<file path="src/hdl/rcsc_pkg.sv">
// shared constants and types of the radio command strobe controller
package rcsc_pkg;

  // ----------------------------------------------------------------
  // strobe codes
  // ----------------------------------------------------------------
  localparam logic [7:0] SYNTH_ON_STROBE  = 8'h00;
  localparam logic [7:0] CALIBRATE_STROBE = 8'h01;
  localparam logic [7:0] RECEIVE_STROBE   = 8'h02;
  localparam logic [7:0] TRANSMIT_STROBE  = 8'h03;
  localparam logic [7:0] IDLE_STROBE      = 8'h04;

  // ----------------------------------------------------------------
  // timing
  // ----------------------------------------------------------------
  localparam int CLK_MHZ          = 50;
  localparam int CAL_TIME_US      = 2;
  localparam int CAL_CYCLES       = CAL_TIME_US * CLK_MHZ;
  localparam int SETTLE_TIME_US   = 1;
  localparam int SETTLE_CYCLES    = SETTLE_TIME_US * CLK_MHZ;

  // ----------------------------------------------------------------
  // radio states (one-hot)
  // ----------------------------------------------------------------
  typedef enum logic [7:0] {
    RCSC_IDLE    = 8'h01,
    RCSC_CAL     = 8'h02,
    RCSC_SETTLE  = 8'h04,
    RCSC_FS_ON   = 8'h08,
    RCSC_RX      = 8'h10,
    RCSC_TX      = 8'h20,
    RCSC_FS_WAIT = 8'h40
  } rcsc_state_e;

  // target after calibration and settling
  typedef enum logic [2:0] {
    RCSC_GO_IDLE  = 3'h1,
    RCSC_GO_FS_ON = 3'h2,
    RCSC_GO_RX    = 3'h3,
    RCSC_GO_TX    = 3'h4
  } rcsc_goal_e;

  typedef struct packed {
    logic       valid;
    logic [7:0] code;
  } rcsc_strobe_s;

  typedef struct packed {
    logic [7:0] state;
    logic       synth_on;
    logic       calibrating;
    logic       cal_done;
    logic       cca_block;
  } rcsc_status_s;

endpackage

</file>
<file path="src/hdl/rcsc_timer.sv">
// one-shot cycle counter for calibration and settling delays
`timescale 1ns/1ps
module rcsc_timer #(
  parameter int WIDTH = 12
) (
  input  wire logic             clk,
  input  wire logic             sys_rst,
  input  wire logic             start,
  input  wire logic             abort,
  input  wire logic [WIDTH-1:0] cycles,
  output logic                  done
);

  typedef struct packed {
    logic [WIDTH-1:0] count;
    logic             busy;
    logic             done;
  } rcsc_timer_s;

  rcsc_timer_s s_q;
  rcsc_timer_s s_d;

  always_comb begin
    s_d      = s_q;
    s_d.done = 1'b0;
    if (abort) begin
      s_d.busy = 1'b0;
    end else if (start) begin
      s_d.busy  = 1'b1;
      s_d.count = cycles;
    end else if (s_q.busy) begin
      if (s_q.count <= WIDTH'(1)) begin
        s_d.busy = 1'b0;
        s_d.done = 1'b1;
      end else begin
        s_d.count = s_q.count - WIDTH'(1);
      end
    end
  end

  always_ff @(posedge clk) begin
    if (sys_rst) begin
      s_q <= '0;
    end else begin
      s_q <= s_d;
    end
  end

  assign done = s_q.done;

endmodule

</file>
<file path="src/hdl/rcsc_core.sv">
// radio command strobe controller: strobe decode and radio state sequencing
//
// Functional notes
// - each one-byte strobe written by the cpu starts the matching internal radio sequence.
// - code 0x00 turns the synthesizer on, calibrating first when auto calibration is set.
// - code 0x00 in receive with clear-channel assessment active enters a synth-only wait state.
// - code 0x01 calibrates the synthesizer and then turns it off.
// - the calibrate strobe is accepted from idle even with auto calibration set.
// - code 0x02 enables receive, calibrating first from idle when auto calibration is set.
// - code 0x03 from idle enables transmit, calibrating first when auto calibration is set.
// - code 0x03 in receive with clear-channel assessment moves to transmit only if the channel is clear.
// - code 0x04 returns to idle with the synthesizer off from any state.
// - data buffer goes through a dedicated cpu port, configuration and status through mapped registers.
// - mapped registers report radio status back to the cpu.
// - a data transfer flag rises when a received byte is ready or a transmit byte can be accepted.
`timescale 1ns/1ps
module rcsc_core #(
  parameter int CAL_CYCLES    = rcsc_pkg::CAL_CYCLES,
  parameter int SETTLE_CYCLES = rcsc_pkg::SETTLE_CYCLES
) (
  input  wire logic                   clk,
  input  wire logic                   sys_rst,
  input  wire rcsc_pkg::rcsc_strobe_s strobe,
  input  wire logic                   auto_calibrate_setting,
  input  wire logic                   cca_enable,
  input  wire logic                   channel_clear,
  input  wire logic                   data_wr,
  input  wire logic [7:0]             data_wdata,
  input  wire logic                   data_rd,
  input  wire logic                   rx_byte_valid,
  input  wire logic [7:0]             rx_byte,
  input  wire logic                   tx_byte_taken,
  output logic [7:0]                  radio_data_buffer_register,
  output logic                        tx_byte_valid,
  output logic [7:0]                  tx_byte,
  output logic                        radio_data_transfer_interrupt,
  output rcsc_pkg::rcsc_status_s      status,
  output logic                        synth_enable,
  output logic                        rx_enable,
  output logic                        tx_enable
);

  localparam int TW = 12;

  // ----------------------------------------------------------------
  // state
  // ----------------------------------------------------------------
  typedef struct packed {
    rcsc_pkg::rcsc_state_e state;
    rcsc_pkg::rcsc_goal_e  goal;
    logic [7:0]            rx_data;
    logic                  rx_full;
    logic [7:0]            tx_data;
    logic                  tx_full;
    logic                  xfer_flag;
    logic                  cal_done;
    logic                  cca_block;
    rcsc_pkg::rcsc_status_s status;
    logic                  synth;
    logic                  rx_en;
    logic                  tx_en;
  } rcsc_core_s;

  rcsc_core_s s_q;
  rcsc_core_s s_d;

  logic          timer_done;
  logic          timer_start;
  logic [TW-1:0] timer_cycles;
  logic          timer_abort;

  rcsc_timer #(
    .WIDTH (TW)
  ) u_timer (
    .clk     (clk),
    .sys_rst (sys_rst),
    .start   (timer_start),
    .abort   (timer_abort),
    .cycles  (timer_cycles),
    .done    (timer_done)
  );

  // ----------------------------------------------------------------
  // helpers
  // ----------------------------------------------------------------
  function automatic rcsc_pkg::rcsc_state_e goal_state(input rcsc_pkg::rcsc_goal_e g);
    case (g)
      rcsc_pkg::RCSC_GO_FS_ON: goal_state = rcsc_pkg::RCSC_FS_ON;
      rcsc_pkg::RCSC_GO_RX:    goal_state = rcsc_pkg::RCSC_RX;
      rcsc_pkg::RCSC_GO_TX:    goal_state = rcsc_pkg::RCSC_TX;
      default:                 goal_state = rcsc_pkg::RCSC_IDLE;
    endcase
  endfunction

  // ----------------------------------------------------------------
  // next state
  // ----------------------------------------------------------------
  always_comb begin
    s_d          = s_q;
    s_d.cal_done = 1'b0;
    timer_start  = 1'b0;
    timer_abort  = 1'b0;
    timer_cycles = TW'(SETTLE_CYCLES);

    if (strobe.valid) begin
      case (strobe.code)
        rcsc_pkg::SYNTH_ON_STROBE: begin
          if (s_q.state == rcsc_pkg::RCSC_RX && cca_enable) begin
            s_d.state = rcsc_pkg::RCSC_FS_WAIT;
          end else if (s_q.state == rcsc_pkg::RCSC_IDLE) begin
            // synthesizer on, calibrate first if auto
            s_d.goal     = rcsc_pkg::RCSC_GO_FS_ON;
            s_d.state    = auto_calibrate_setting ? rcsc_pkg::RCSC_CAL : rcsc_pkg::RCSC_SETTLE;
            timer_start  = 1'b1;
            timer_cycles = auto_calibrate_setting ? TW'(CAL_CYCLES) : TW'(SETTLE_CYCLES);
          end
        end
        rcsc_pkg::CALIBRATE_STROBE: begin
          // calibrate then off, regardless of auto setting
          if (s_q.state == rcsc_pkg::RCSC_IDLE) begin
            s_d.goal     = rcsc_pkg::RCSC_GO_IDLE;
            s_d.state    = rcsc_pkg::RCSC_CAL;
            timer_start  = 1'b1;
            timer_cycles = TW'(CAL_CYCLES);
          end
        end
        rcsc_pkg::RECEIVE_STROBE: begin
          // receive, calibrating first from idle if auto
          if (s_q.state == rcsc_pkg::RCSC_IDLE) begin
            s_d.goal     = rcsc_pkg::RCSC_GO_RX;
            s_d.state    = auto_calibrate_setting ? rcsc_pkg::RCSC_CAL : rcsc_pkg::RCSC_SETTLE;
            timer_start  = 1'b1;
            timer_cycles = auto_calibrate_setting ? TW'(CAL_CYCLES) : TW'(SETTLE_CYCLES);
          end else if (s_q.state == rcsc_pkg::RCSC_FS_ON || s_q.state == rcsc_pkg::RCSC_FS_WAIT ||
                       s_q.state == rcsc_pkg::RCSC_TX) begin
            s_d.state = rcsc_pkg::RCSC_RX;
          end
        end
        rcsc_pkg::TRANSMIT_STROBE: begin
          if (s_q.state == rcsc_pkg::RCSC_IDLE) begin
            s_d.goal     = rcsc_pkg::RCSC_GO_TX;
            s_d.state    = auto_calibrate_setting ? rcsc_pkg::RCSC_CAL : rcsc_pkg::RCSC_SETTLE;
            timer_start  = 1'b1;
            timer_cycles = auto_calibrate_setting ? TW'(CAL_CYCLES) : TW'(SETTLE_CYCLES);
          end else if (s_q.state == rcsc_pkg::RCSC_RX) begin
            if (!cca_enable || channel_clear) begin
              s_d.state = rcsc_pkg::RCSC_TX;
            end else begin
              s_d.cca_block = 1'b1;
            end
          end else if (s_q.state == rcsc_pkg::RCSC_FS_ON || s_q.state == rcsc_pkg::RCSC_FS_WAIT) begin
            s_d.state = rcsc_pkg::RCSC_TX;
          end
        end
        rcsc_pkg::IDLE_STROBE: begin
          // idle from anywhere, abort any sequence
          s_d.state   = rcsc_pkg::RCSC_IDLE;
          timer_abort = 1'b1;
        end
        default: begin
          s_d.state = s_q.state;
        end
      endcase
    end

    // an ignored strobe must not swallow the timer completion, else the sequence would hang
    if (timer_done && !timer_abort && s_d.state == s_q.state) begin
      case (s_q.state)
        rcsc_pkg::RCSC_CAL: begin
          s_d.cal_done = 1'b1;
          if (s_q.goal == rcsc_pkg::RCSC_GO_IDLE) begin
            s_d.state = rcsc_pkg::RCSC_IDLE;
          end else begin
            s_d.state   = rcsc_pkg::RCSC_SETTLE;
            timer_start = 1'b1;
          end
        end
        rcsc_pkg::RCSC_SETTLE: s_d.state = goal_state(s_q.goal);
        default:               s_d.state = s_q.state;
      endcase
    end

    if (s_d.state != rcsc_pkg::RCSC_RX) begin
      s_d.cca_block = 1'b0;
    end

    if (rx_byte_valid) begin
      s_d.rx_data = rx_byte;
      s_d.rx_full = 1'b1;
    end else if (data_rd) begin
      s_d.rx_full = 1'b0;
    end
    if (data_wr) begin
      s_d.tx_data = data_wdata;
      s_d.tx_full = 1'b1;
    end else if (tx_byte_taken) begin
      s_d.tx_full = 1'b0;
    end

    // flag up while an rx byte waits in receive or the tx slot is free in transmit
    s_d.xfer_flag = (s_d.rx_full && s_d.state == rcsc_pkg::RCSC_RX) ||
                    (!s_d.tx_full && s_d.state == rcsc_pkg::RCSC_TX);

    s_d.synth = s_d.state != rcsc_pkg::RCSC_IDLE;
    s_d.rx_en = s_d.state == rcsc_pkg::RCSC_RX;
    s_d.tx_en = s_d.state == rcsc_pkg::RCSC_TX;

    s_d.status.state       = s_d.state;
    s_d.status.synth_on    = s_d.synth;
    s_d.status.calibrating = s_d.state == rcsc_pkg::RCSC_CAL;
    s_d.status.cal_done    = s_d.cal_done;
    s_d.status.cca_block   = s_d.cca_block;
  end

  always_ff @(posedge clk) begin
    if (sys_rst) begin
      s_q       <= '0;
      s_q.state <= rcsc_pkg::RCSC_IDLE;
      s_q.goal  <= rcsc_pkg::RCSC_GO_IDLE;
      s_q.status.state <= rcsc_pkg::RCSC_IDLE;
    end else begin
      s_q <= s_d;
    end
  end

  assign radio_data_buffer_register    = s_q.rx_data;
  assign tx_byte_valid                 = s_q.tx_full;
  assign tx_byte                       = s_q.tx_data;
  assign radio_data_transfer_interrupt = s_q.xfer_flag;
  assign status                        = s_q.status;
  assign synth_enable                  = s_q.synth;
  assign rx_enable                     = s_q.rx_en;
  assign tx_enable                     = s_q.tx_en;

endmodule

</file>
<file path="config.mk">
export PLATFORM = sky130hd
export DESIGN_NAME = rcsc_core
export DESIGN_NICKNAME = d
export VERILOG_FILES = /design/src/hdl/rcsc_pkg.sv /design/src/hdl/rcsc_timer.sv /design/src/hdl/rcsc_core.sv
export SDC_FILE = /design/constraint.sdc
export NUM_CORES = 1
export LEC_CHECK = 0
export ABC_AREA = 1
export ABC_CLOCK_PERIOD_IN_PS = 3100
export BUFFER_PORTS_ARGS = -buffer_cell sky130_fd_sc_hd__buf_2
export CAP_MARGIN = 20
export CORE_MARGIN = 4
export CORE_UTILIZATION = 57
export CTS_BUF_LIST = sky130_fd_sc_hd__clkbuf_4 sky130_fd_sc_hd__clkbuf_8
export CTS_CLUSTER_SIZE = 20
export DETAILED_ROUTE_END_ITERATION = 8
export PLACE_DENSITY_LB_ADDON = 0.12
export SYNTH_ARGS = -nofsm -noshare
export SYNTH_HDL_FRONTEND = slang
export SYNTH_SLANG_ARGS = --single-unit
</file>
<file path="constraint.sdc">
create_clock -name clk -period 3.1 [get_ports clk]
set_input_delay 0.31 -clock clk [delete_from_list [all_inputs] [get_ports clk]]
set_output_delay 0.31 -clock clk [all_outputs]
set_load 0.1 [all_outputs]
</file>
==> results of run 1 <==
-- worst reg2reg max path, stage by stage, from the launching register on --
cell     delay [ns]
dfxtp_1        0.48
nor2_1         0.12
nand2_2        0.14
inv_2          0.09
nand2_4        0.12
inv_4          0.06
nor2_4         0.14
nand2_1        0.07
nand2_1        0.07
nand3_2        0.10
nand3_2        0.09
nand3_1        0.13
nor2_4         0.20
nand3_4        0.15
nand2_1        0.11
nand2_1        0.09
nor2_2         0.13
nand2_1        0.09
nor2_1         0.09
a21oi_1        0.07
-- final cells by class --
type	count	area, um^2	share of cell area [%]
clock inverter	3	21.3	0.594
inverter	60	230	6.43
timing repair buffer	67	338	9.44
tap	72	90.1	2.52
clock buffer	5	68.8	1.92
multi-input combinational	358	1830	51.1
sequential	50	1000	28.0
-- flip-flops by register name, indices dropped and copies added (netlist names) --
register,flops
tx_byte,8
tx_enable,1
u_timer.s_q,13
tx_byte_valid,1
rx_enable,1
synth_enable,1
u_timer.done,1
s_q,4
radio_data_transfer_interrupt,1
status,11
radio_data_buffer_register,8
-- power groups by stage --
stage	clock network [mW]	logic (mW)	registers [mW]
final	0.374	0.315	0.676
after detailed placement	0	0.315	0.690
after floorplan	0	0.260	0.704
after global routing	0.419	0.338	0.679
after CTS	0.387	0.315	0.676
after global placement	0	0.313	0.690
-- how the worst max path moves through the flow --
stage | from | to | slack [ns] | cells after the start
finish | status[8] | synth_enable | 0.47 | 19
global route | status[4] | rx_enable | 0.17 | 14
CTS | status[8] | synth_enable | 0.51 | 19
detailed placement | strobe[7] | synth_enable | 0.50 | 19
global placement | strobe[7] | synth_enable | 0.50 | 19
floorplan | strobe[7] | u_timer.s_q[4] | 0.90 | 19
-- routing by layer --
layer | global-route usage (%) | up-vias | part of all wire, %
li1 | - | 1691 | -
met1 | 33.8 | 1455 | 47
met2 | 34.5 | 155 | 42
met3 | 5.89 | 8 | 10
met4 | 4.97 | 0 | 0.84
met5 | 0 | - | 0
-- cells in the final DEF, fill, tap and decap left out, drive strengths merged --
cell type	n
and2	2
inv	59
o31ai	1
clkinv	3
nor4	3
xor2	5
clkinvlp	1
clkbuf	5
a22o	1
o21ai	34
nand3b	1
o22ai	1
nand4	17
nor2	112
dfxtp	50
nor3	7
or2	2
xnor2	2
o21a	1
a211oi	1
buf	67
nand2	92
a21oi	20
nor3b	1
ha	2
nand3	40
o311ai	2
a31oi	6
o211ai	5
-- cells by family after synthesis --
family | share of synthesized area (%)
buffers and inverters | 14.5
AO/OA/AOI/OAI | 12.7
adder cells (fa/ha/maj) | 0.755
flip-flops | 30.2
XOR/XNOR | 1.85
AND/OR/NAND/NOR | 40.0
-- through the flow --
| step | cells | utilization, % | hold WS (ns) | cell area (um^2) | setup slack (ns) |
|---|---|---|---|---|---|
| after floorplan | 505 | - | 0.445 | 3310 | 0.899 |
| after global placement | 607 | 62.6 | 0.471 | 3490 | 0.496 |
| after detailed placement | 607 | 62.6 | 0.484 | 3490 | 0.495 |
| after CTS | 615 | 64.2 | 0.223 | 3580 | 0.508 |
| after global routing | 615 | 64.2 | 0.219 | 3580 | 0.168 |
| final | 615 | 64.2 | 0.228 | 3580 | 0.474 |
==> results.sh, run 1 <==
export IMPL_status="complete, but fails checks"
export IMPL_violations="DRC"
export IMPL_grt_ovfl_total=0
export IMPL_startpoint_type="register"
export IMPL_power_mw=1.37
export IMPL_grt_max_degree=30
export IMPL_final_setup_viol_count=0
export IMPL_rows=27
export IMPL_routed_wl_um=8000
export IMPL_cts_tree="built"
export IMPL_min_from="data_wdata[3]"
export IMPL_yosysWarningCount=0
export IMPL_drcViolationCount=1
export IMPL_cp_slowest_stage_delay_ns=0.48
export IMPL_die_width_um=84.2
export IMPL_synth_flop_cell="dfxtp_1"
export IMPL_p_int_mw=0.884
export IMPL_insertion_delay_ns=0.30
export IMPL_synthTopCellsByCount="99 x nor2_1, 82 x nand2_1, 50 x dfxtp_1, 45 x inv_1, 35 x nand3_1"
export IMPL_floorplan_initialDensity_pct=59.4
export IMPL_fin_nets=578
export IMPL_via_count=3309
export IMPL_dp_hpwl_um=6280
export IMPL_p_leak_nw=1.77
export IMPL_ant_nets=0
export IMPL_antenna_cells=0
export IMPL_grt_pass1_wl_um=13900
export IMPL_cp_common_cell="nand2_1"
export IMPL_synth_most_common_cell="nor2_1"
export IMPL_place_gp_congestion=0.991
export IMPL_cp_slowest_cell="dfxtp_1"
export IMPL_cp_arrival_ns=2.80
export IMPL_rr_worst_depth=19
export IMPL_min_period_ns=2.63
export IMPL_grt_use_total_pct=23.2
export IMPL_vdd_drop_max_mv=0.299
export IMPL_die_h_um=84.2
export IMPL_pin_count=67
export IMPL_hold_end="tx_byte[3]"
export IMPL_setup_tns_ns=0
export IMPL_antenna_found_initial=0
export IMPL_path_cells="nor2_1 -> nand2_2 -> inv_2 -> nand2_4 -> inv_4 -> nor2_4 -> nand2_1 -> nand2_1 -> nand3_2 -> nand3_2 -> nand3_1 -> nor2_4 -> nand3_4 -> nand2_1 -> nand2_1 -> nor2_2 -> nand2_1 -> nor2_1 -> a21oi_1"
export IMPL_syn_to_final_growth_pct=8.04
export IMPL_timing_rr_start="status[8]"
export IMPL_hold_depth=3
export IMPL_vias_per_cell=5.38
export IMPL_drv_slew=0
export IMPL_cts_repair_resized=0
export IMPL_relSlewSlack_pct=45.7
export IMPL_hp_class="input port to register"
export IMPL_ys_types=45
export IMPL_core_area_um2=5570
export IMPL_r2r_slack_ns=0.47
export IMPL_netlist_instances=505
export IMPL_ys_ff_latch=50
export IMPL_skew_ns=0.00753
export IMPL_synth_top_area_share_pct=30.2
export IMPL_switching_power_mw=0.481
export IMPL_pwr_share_seq_pct=49.5
export IMPL_synth_area_top_cells="dfxtp_1 30%, nor2_1 11%, nand2_1 9.3%"
export IMPL_tightest_slew_ns=0.814
export IMPL_drt_initial_drc_count=301
export IMPL_firstDrtPassIters=8
export IMPL_avgSynthCellArea_um2=6.56
export IMPL_async_reset_ff_share_pct=0
export IMPL_clock_path_buffers=2
export IMPL_syn_area_um2=3310
export IMPL_synth_edf_count=0
export IMPL_fmax_mhz=381
export IMPL_die_area_um2=7100
export IMPL_postCtsSetupBuffers=0
export IMPL_min_period_over_period_pct=84.7
export IMPL_clk_pin_slew_worst_paths_ns=0.09
export IMPL_fill_cells=546
export IMPL_pwr_share_comb_pct=23.1
export IMPL_port_buffers=66
export IMPL_ctsHoldBuffers=0
export IMPL_wl_per_cell_um=13.0
export IMPL_required_ns=3.28
export IMPL_hold_viol_final=0
export IMPL_cts_sinks=50
export IMPL_yosysSeqAreaShare_pct=30.2
export IMPL_crit_fanout=10
export IMPL_path_buf_inv=2
export IMPL_p_clk_share_pct=27.4
export IMPL_drive_gt1_share_pct=23.0
export IMPL_max_cap_viol_count=0
export IMPL_cts_root_buf="clkbuf_8"
export IMPL_synth_top_cell_by_area="dfxtp_1"
export IMPL_end_kind="register"
export IMPL_critPathTopFamily="simple AND/OR/NAND/NOR gates"
export IMPL_grt_setup_unrepaired="no"
export IMPL_r2r_end="synth_enable"
export IMPL_path_class="register to register"
export IMPL_cts_made_buffers=5
export IMPL_power_density_nw_per_um2=381
export IMPL_h_tree_depth=2
export IMPL_synth_nets=541
export IMPL_grt_pass1_vias=3115
export IMPL_swShare_pct=35.2
(Power assumes the default switching activity.)
==> inputs of run 2 (changes only) <==
--- a/config.mk
+++ b/config.mk
@@ -5,8 +5,8 @@
 export SDC_FILE = /design/constraint.sdc
 export NUM_CORES = 1
 export LEC_CHECK = 0
-export ABC_AREA = 1
-export ABC_CLOCK_PERIOD_IN_PS = 3100
+export ABC_AREA = 0
+export ABC_CLOCK_PERIOD_IN_PS = 2650
 export BUFFER_PORTS_ARGS = -buffer_cell sky130_fd_sc_hd__buf_2
 export CAP_MARGIN = 20
 export CORE_MARGIN = 4
==> constraint.sdc (replaced) <==
create_clock -name clk -period 2.65 [get_ports clk]
set_input_delay 0.265 -clock clk [delete_from_list [all_inputs] [get_ports clk]]
set_output_delay 0.265 -clock clk [all_outputs]
set_load 0.1 [all_outputs]
==> run 2 against run 1 <==
Compared with the run above: the run ends with setup timing left; clock skew up 0.0088 ns; sequential share of layout area down 5.2 points; core utilization up 16 points; combinational power down 14%; synthesized area down 2.1%; clock power up 23%; critical endpoint is now status[0]; highest routed layer unchanged.
==> results.sh, run 2 <==
export IMPL_dp_hpwl_um=7590
export IMPL_ys_ff_latch=50
export IMPL_antenna_found_initial=0
export IMPL_hp_class="input port to register"
export IMPL_drive_gt1_share_pct=44.0
export IMPL_final_cell_mix="69 x buf_4, 66 x buf_2, 49 x nor2_1"
export IMPL_min_from="rx_byte[5]"
export IMPL_hold_worst_slack_ns=0.171
export IMPL_timing_rr_start="status[6]"
export IMPL_min_period_over_period_pct=114
export IMPL_dpl_worst_slack_ns=-0.458
export IMPL_fill_cells=363
export IMPL_fmax_mhz=332
export IMPL_fin_nets=540
export IMPL_met3_usage_pct=5.56
export IMPL_clock_path_buffers=2
export IMPL_min_period_ns=3.02
export IMPL_routed_wl_um=10800
export IMPL_antenna_cells=0
export IMPL_netlist_instances=401
export IMPL_ant_nets=0
export IMPL_max_cap_viol_count=0
export IMPL_met1_usage_pct=38.5
export IMPL_async_reset_ff_share_pct=0
export IMPL_yosysWarningCount=0
export IMPL_cts_tree="built"
export IMPL_hold_viol_final=0
export IMPL_syn_area_um2=3240
export IMPL_crit_fanout=4
export IMPL_tightest_slew_ns=0.510
export IMPL_cts_sinks=50
export IMPL_synth_top_area_share_pct=30.9
export IMPL_rows=27
export IMPL_vias_per_cell=6.29
export IMPL_relSlewSlack_pct=65.5
export IMPL_grt_use_total_pct=29.2
export IMPL_grt_setup_unrepaired="yes"
export IMPL_vdd_drop_max_mv=0.479
export IMPL_synth_most_common_cell="nor2_1"
export IMPL_status="complete, but fails checks"
export IMPL_grt_pass1_vias=3433
export IMPL_yosysSeqAreaShare_pct=30.9
export IMPL_die_h_um=83.4
export IMPL_pin_count=67
export IMPL_cp_slowest_stage_delay_ns=0.54
export IMPL_cts_made_buffers=5
export IMPL_firstDrtPassIters=5
export IMPL_largest_register_ffs=13
export IMPL_synth_flop_cell="dfxtp_1"
export IMPL_die_width_um=83.4
export IMPL_final_util_pct=80.2
export IMPL_synth_nets=437
export IMPL_synth_edf_count=0
export IMPL_violations="setup timing"
export IMPL_die_area_um2=6960
export IMPL_via_count=3624
export IMPL_insertion_delay_ns=0.32
export IMPL_wl_per_cell_um=18.8
export IMPL_path_cells="or4_4 -> or3_4 -> o22ai_4 -> a211oi_4 -> nor4b_4 -> buf_4 -> a211oi_2 -> or2_1 -> and4bb_1"
export IMPL_path_class="register to register"
export IMPL_layout_setup_ws_ns=-0.366
export IMPL_p_leak_nw=1.86
export IMPL_hold_depth=3
export IMPL_place_gp_congestion=0.940
export IMPL_h_tree_depth=2
export IMPL_syn_to_final_growth_pct=36.2
export IMPL_synth_area_top_cells="dfxtp_1 31%, buf_4 6.7%, nor2_1 6.1%"
export IMPL_power_density_nw_per_um2=341
export IMPL_grt_util_met2_pct=47.9
export IMPL_required_ns=2.86
export IMPL_port_buffers=66
export IMPL_final_setup_viol_count=27
export IMPL_drt_initial_drc_count=379
export IMPL_end_kind="register"
export IMPL_cp_slowest_cell="or4_4"
export IMPL_hold_end="radio_data_buffer_register[5]"
export IMPL_r2r_end="status[0]"
export IMPL_clk_pin_slew_worst_paths_ns=0.11
export IMPL_skew_ns=0.0163
export IMPL_ys_types=72
export IMPL_drcViolationCount=0
export IMPL_core_area_um2=5510
export IMPL_drv_slew=0
export IMPL_busiest_layer="met2"
export IMPL_cp_arrival_ns=3.22
export IMPL_floorplan_initialDensity_pct=58.9
export IMPL_ctsHoldBuffers=0
export IMPL_grt_ovfl_total=0
export IMPL_avgSynthCellArea_um2=8.09
export IMPL_grt_pass1_wl_um=16700
export IMPL_synthTopCellsByCount="53 x nor2_1, 50 x dfxtp_1, 29 x buf_4, 24 x nand2_1, 20 x a21oi_1"
export IMPL_r2r_slack_ns=-0.37
export IMPL_regMostFlops="u_timer.s_q"
export IMPL_top_regs="u_timer.s_q (13), status (11)"
export IMPL_grt_max_degree=25
export IMPL_rr_worst_depth=9
export IMPL_mostFrequentLayoutCell="buf_4"
export IMPL_synth_top_cell_by_area="dfxtp_1"
export IMPL_startpoint_type="register"
export IMPL_cts_root_buf="clkbuf_8"
## run 2: changes by cell type after synthesis, sizes merged, moves of 14 or more
cell,delta
nand2,-67
nor2,-59
inv,-44
nand3,-27
mux2i,+19
o21ai,-18
nand4,-14
## run 2: worst max-delay path by stage
stage | start | endpoint | slack (ns) | cells past startpoint
5_1_grt | status[4] | radio_data_transfer_interrupt | -0.43 | 12
3_3_place_gp | status[11] | radio_data_transfer_interrupt | -0.30 | 8
3_5_place_dp | status[11] | radio_data_transfer_interrupt | -0.46 | 8
4_1_cts | status[11] | radio_data_transfer_interrupt | -0.28 | 8
6_report | status[6] | status[0] | -0.37 | 9
2_1_floorplan | status[4] | status[2] | -0.40 | 11
## run 2: kinds of logic (layout without fill, tap and decap cells)
family | Yosys count | count (layout) | synth area share, %
AOI/OAI and AO/OA | 98 | 99 | 22.5
xor gates and xnor gates | 3 | 3 | 0.810
adders and majority gates | 2 | 2 | 0.771
buffers and inverters | 64 | 166 | 11.3
DFF | 50 | 50 | 30.9
muxes | 23 | 23 | 7.37
and+or+nand+nor | 161 | 161 | 26.4
## run 2: worst max-delay path: cells and delay by family, from the launching register on
kind	cells	cell delay, ns
buffers and inverters	1	0.23
DFF	1	0.34
AOI/OAI and AO/OA	3	0.45
and+or+nand+nor	5	1.89
## run 2: timing repair
| item | CTS | global route |
|---|---|---|
| endpoints found under the setup margin | 27 | 27 |
| resized for setup | 34 | 36 |
| endpoints found under the hold margin | 0 | 0 |
| gates cloned | 3 | 0 |
| pin swaps | 14 | 25 |
| setup buffers | 7 | 2 |
## run 2: final cells by class
type / instances / area (um^2) / area share, %
inverters: 15 / 56.3 / 1.27
repair buffers: 144 / 950 / 21.5
flip-flops and latches: 50 / 1000 / 22.7
multi-input cells: 288 / 2240 / 50.6
clock buffers: 5 / 68.8 / 1.56
clock inverters: 2 / 13.8 / 0.312
well taps: 72 / 90.1 / 2.04
## run 2: power breakdown
| group | switching [mW] | internal (mW) |
|---|---|---|
| Sequential | 0.00887 | 0.768 |
| Clock | 0.277 | 0.183 |
| Combinational | 0.202 | 0.0695 |
## run 2: metrics by stage
step	area, um^2	power [mW]	TNS, ns	instances
3_3_place_gp	3940	1.05	-4.72	557
2_1_floorplan	3340	1.00	-4.49	401
6_report	4420	1.51	-6.11	576
4_1_cts	4260	1.49	-4.28	574
3_5_place_dp	3940	1.05	-5.89	557
5_1_grt	4420	1.55	-8.02	576
## run 2: metal layers
metal | part of all wire (%) | vias up
met5 | 0 | -
met4 | 3.2 | 0
met3 | 10 | 41
met2 | 45 | 244
met1 | 42 | 1678
li1 | - | 1661
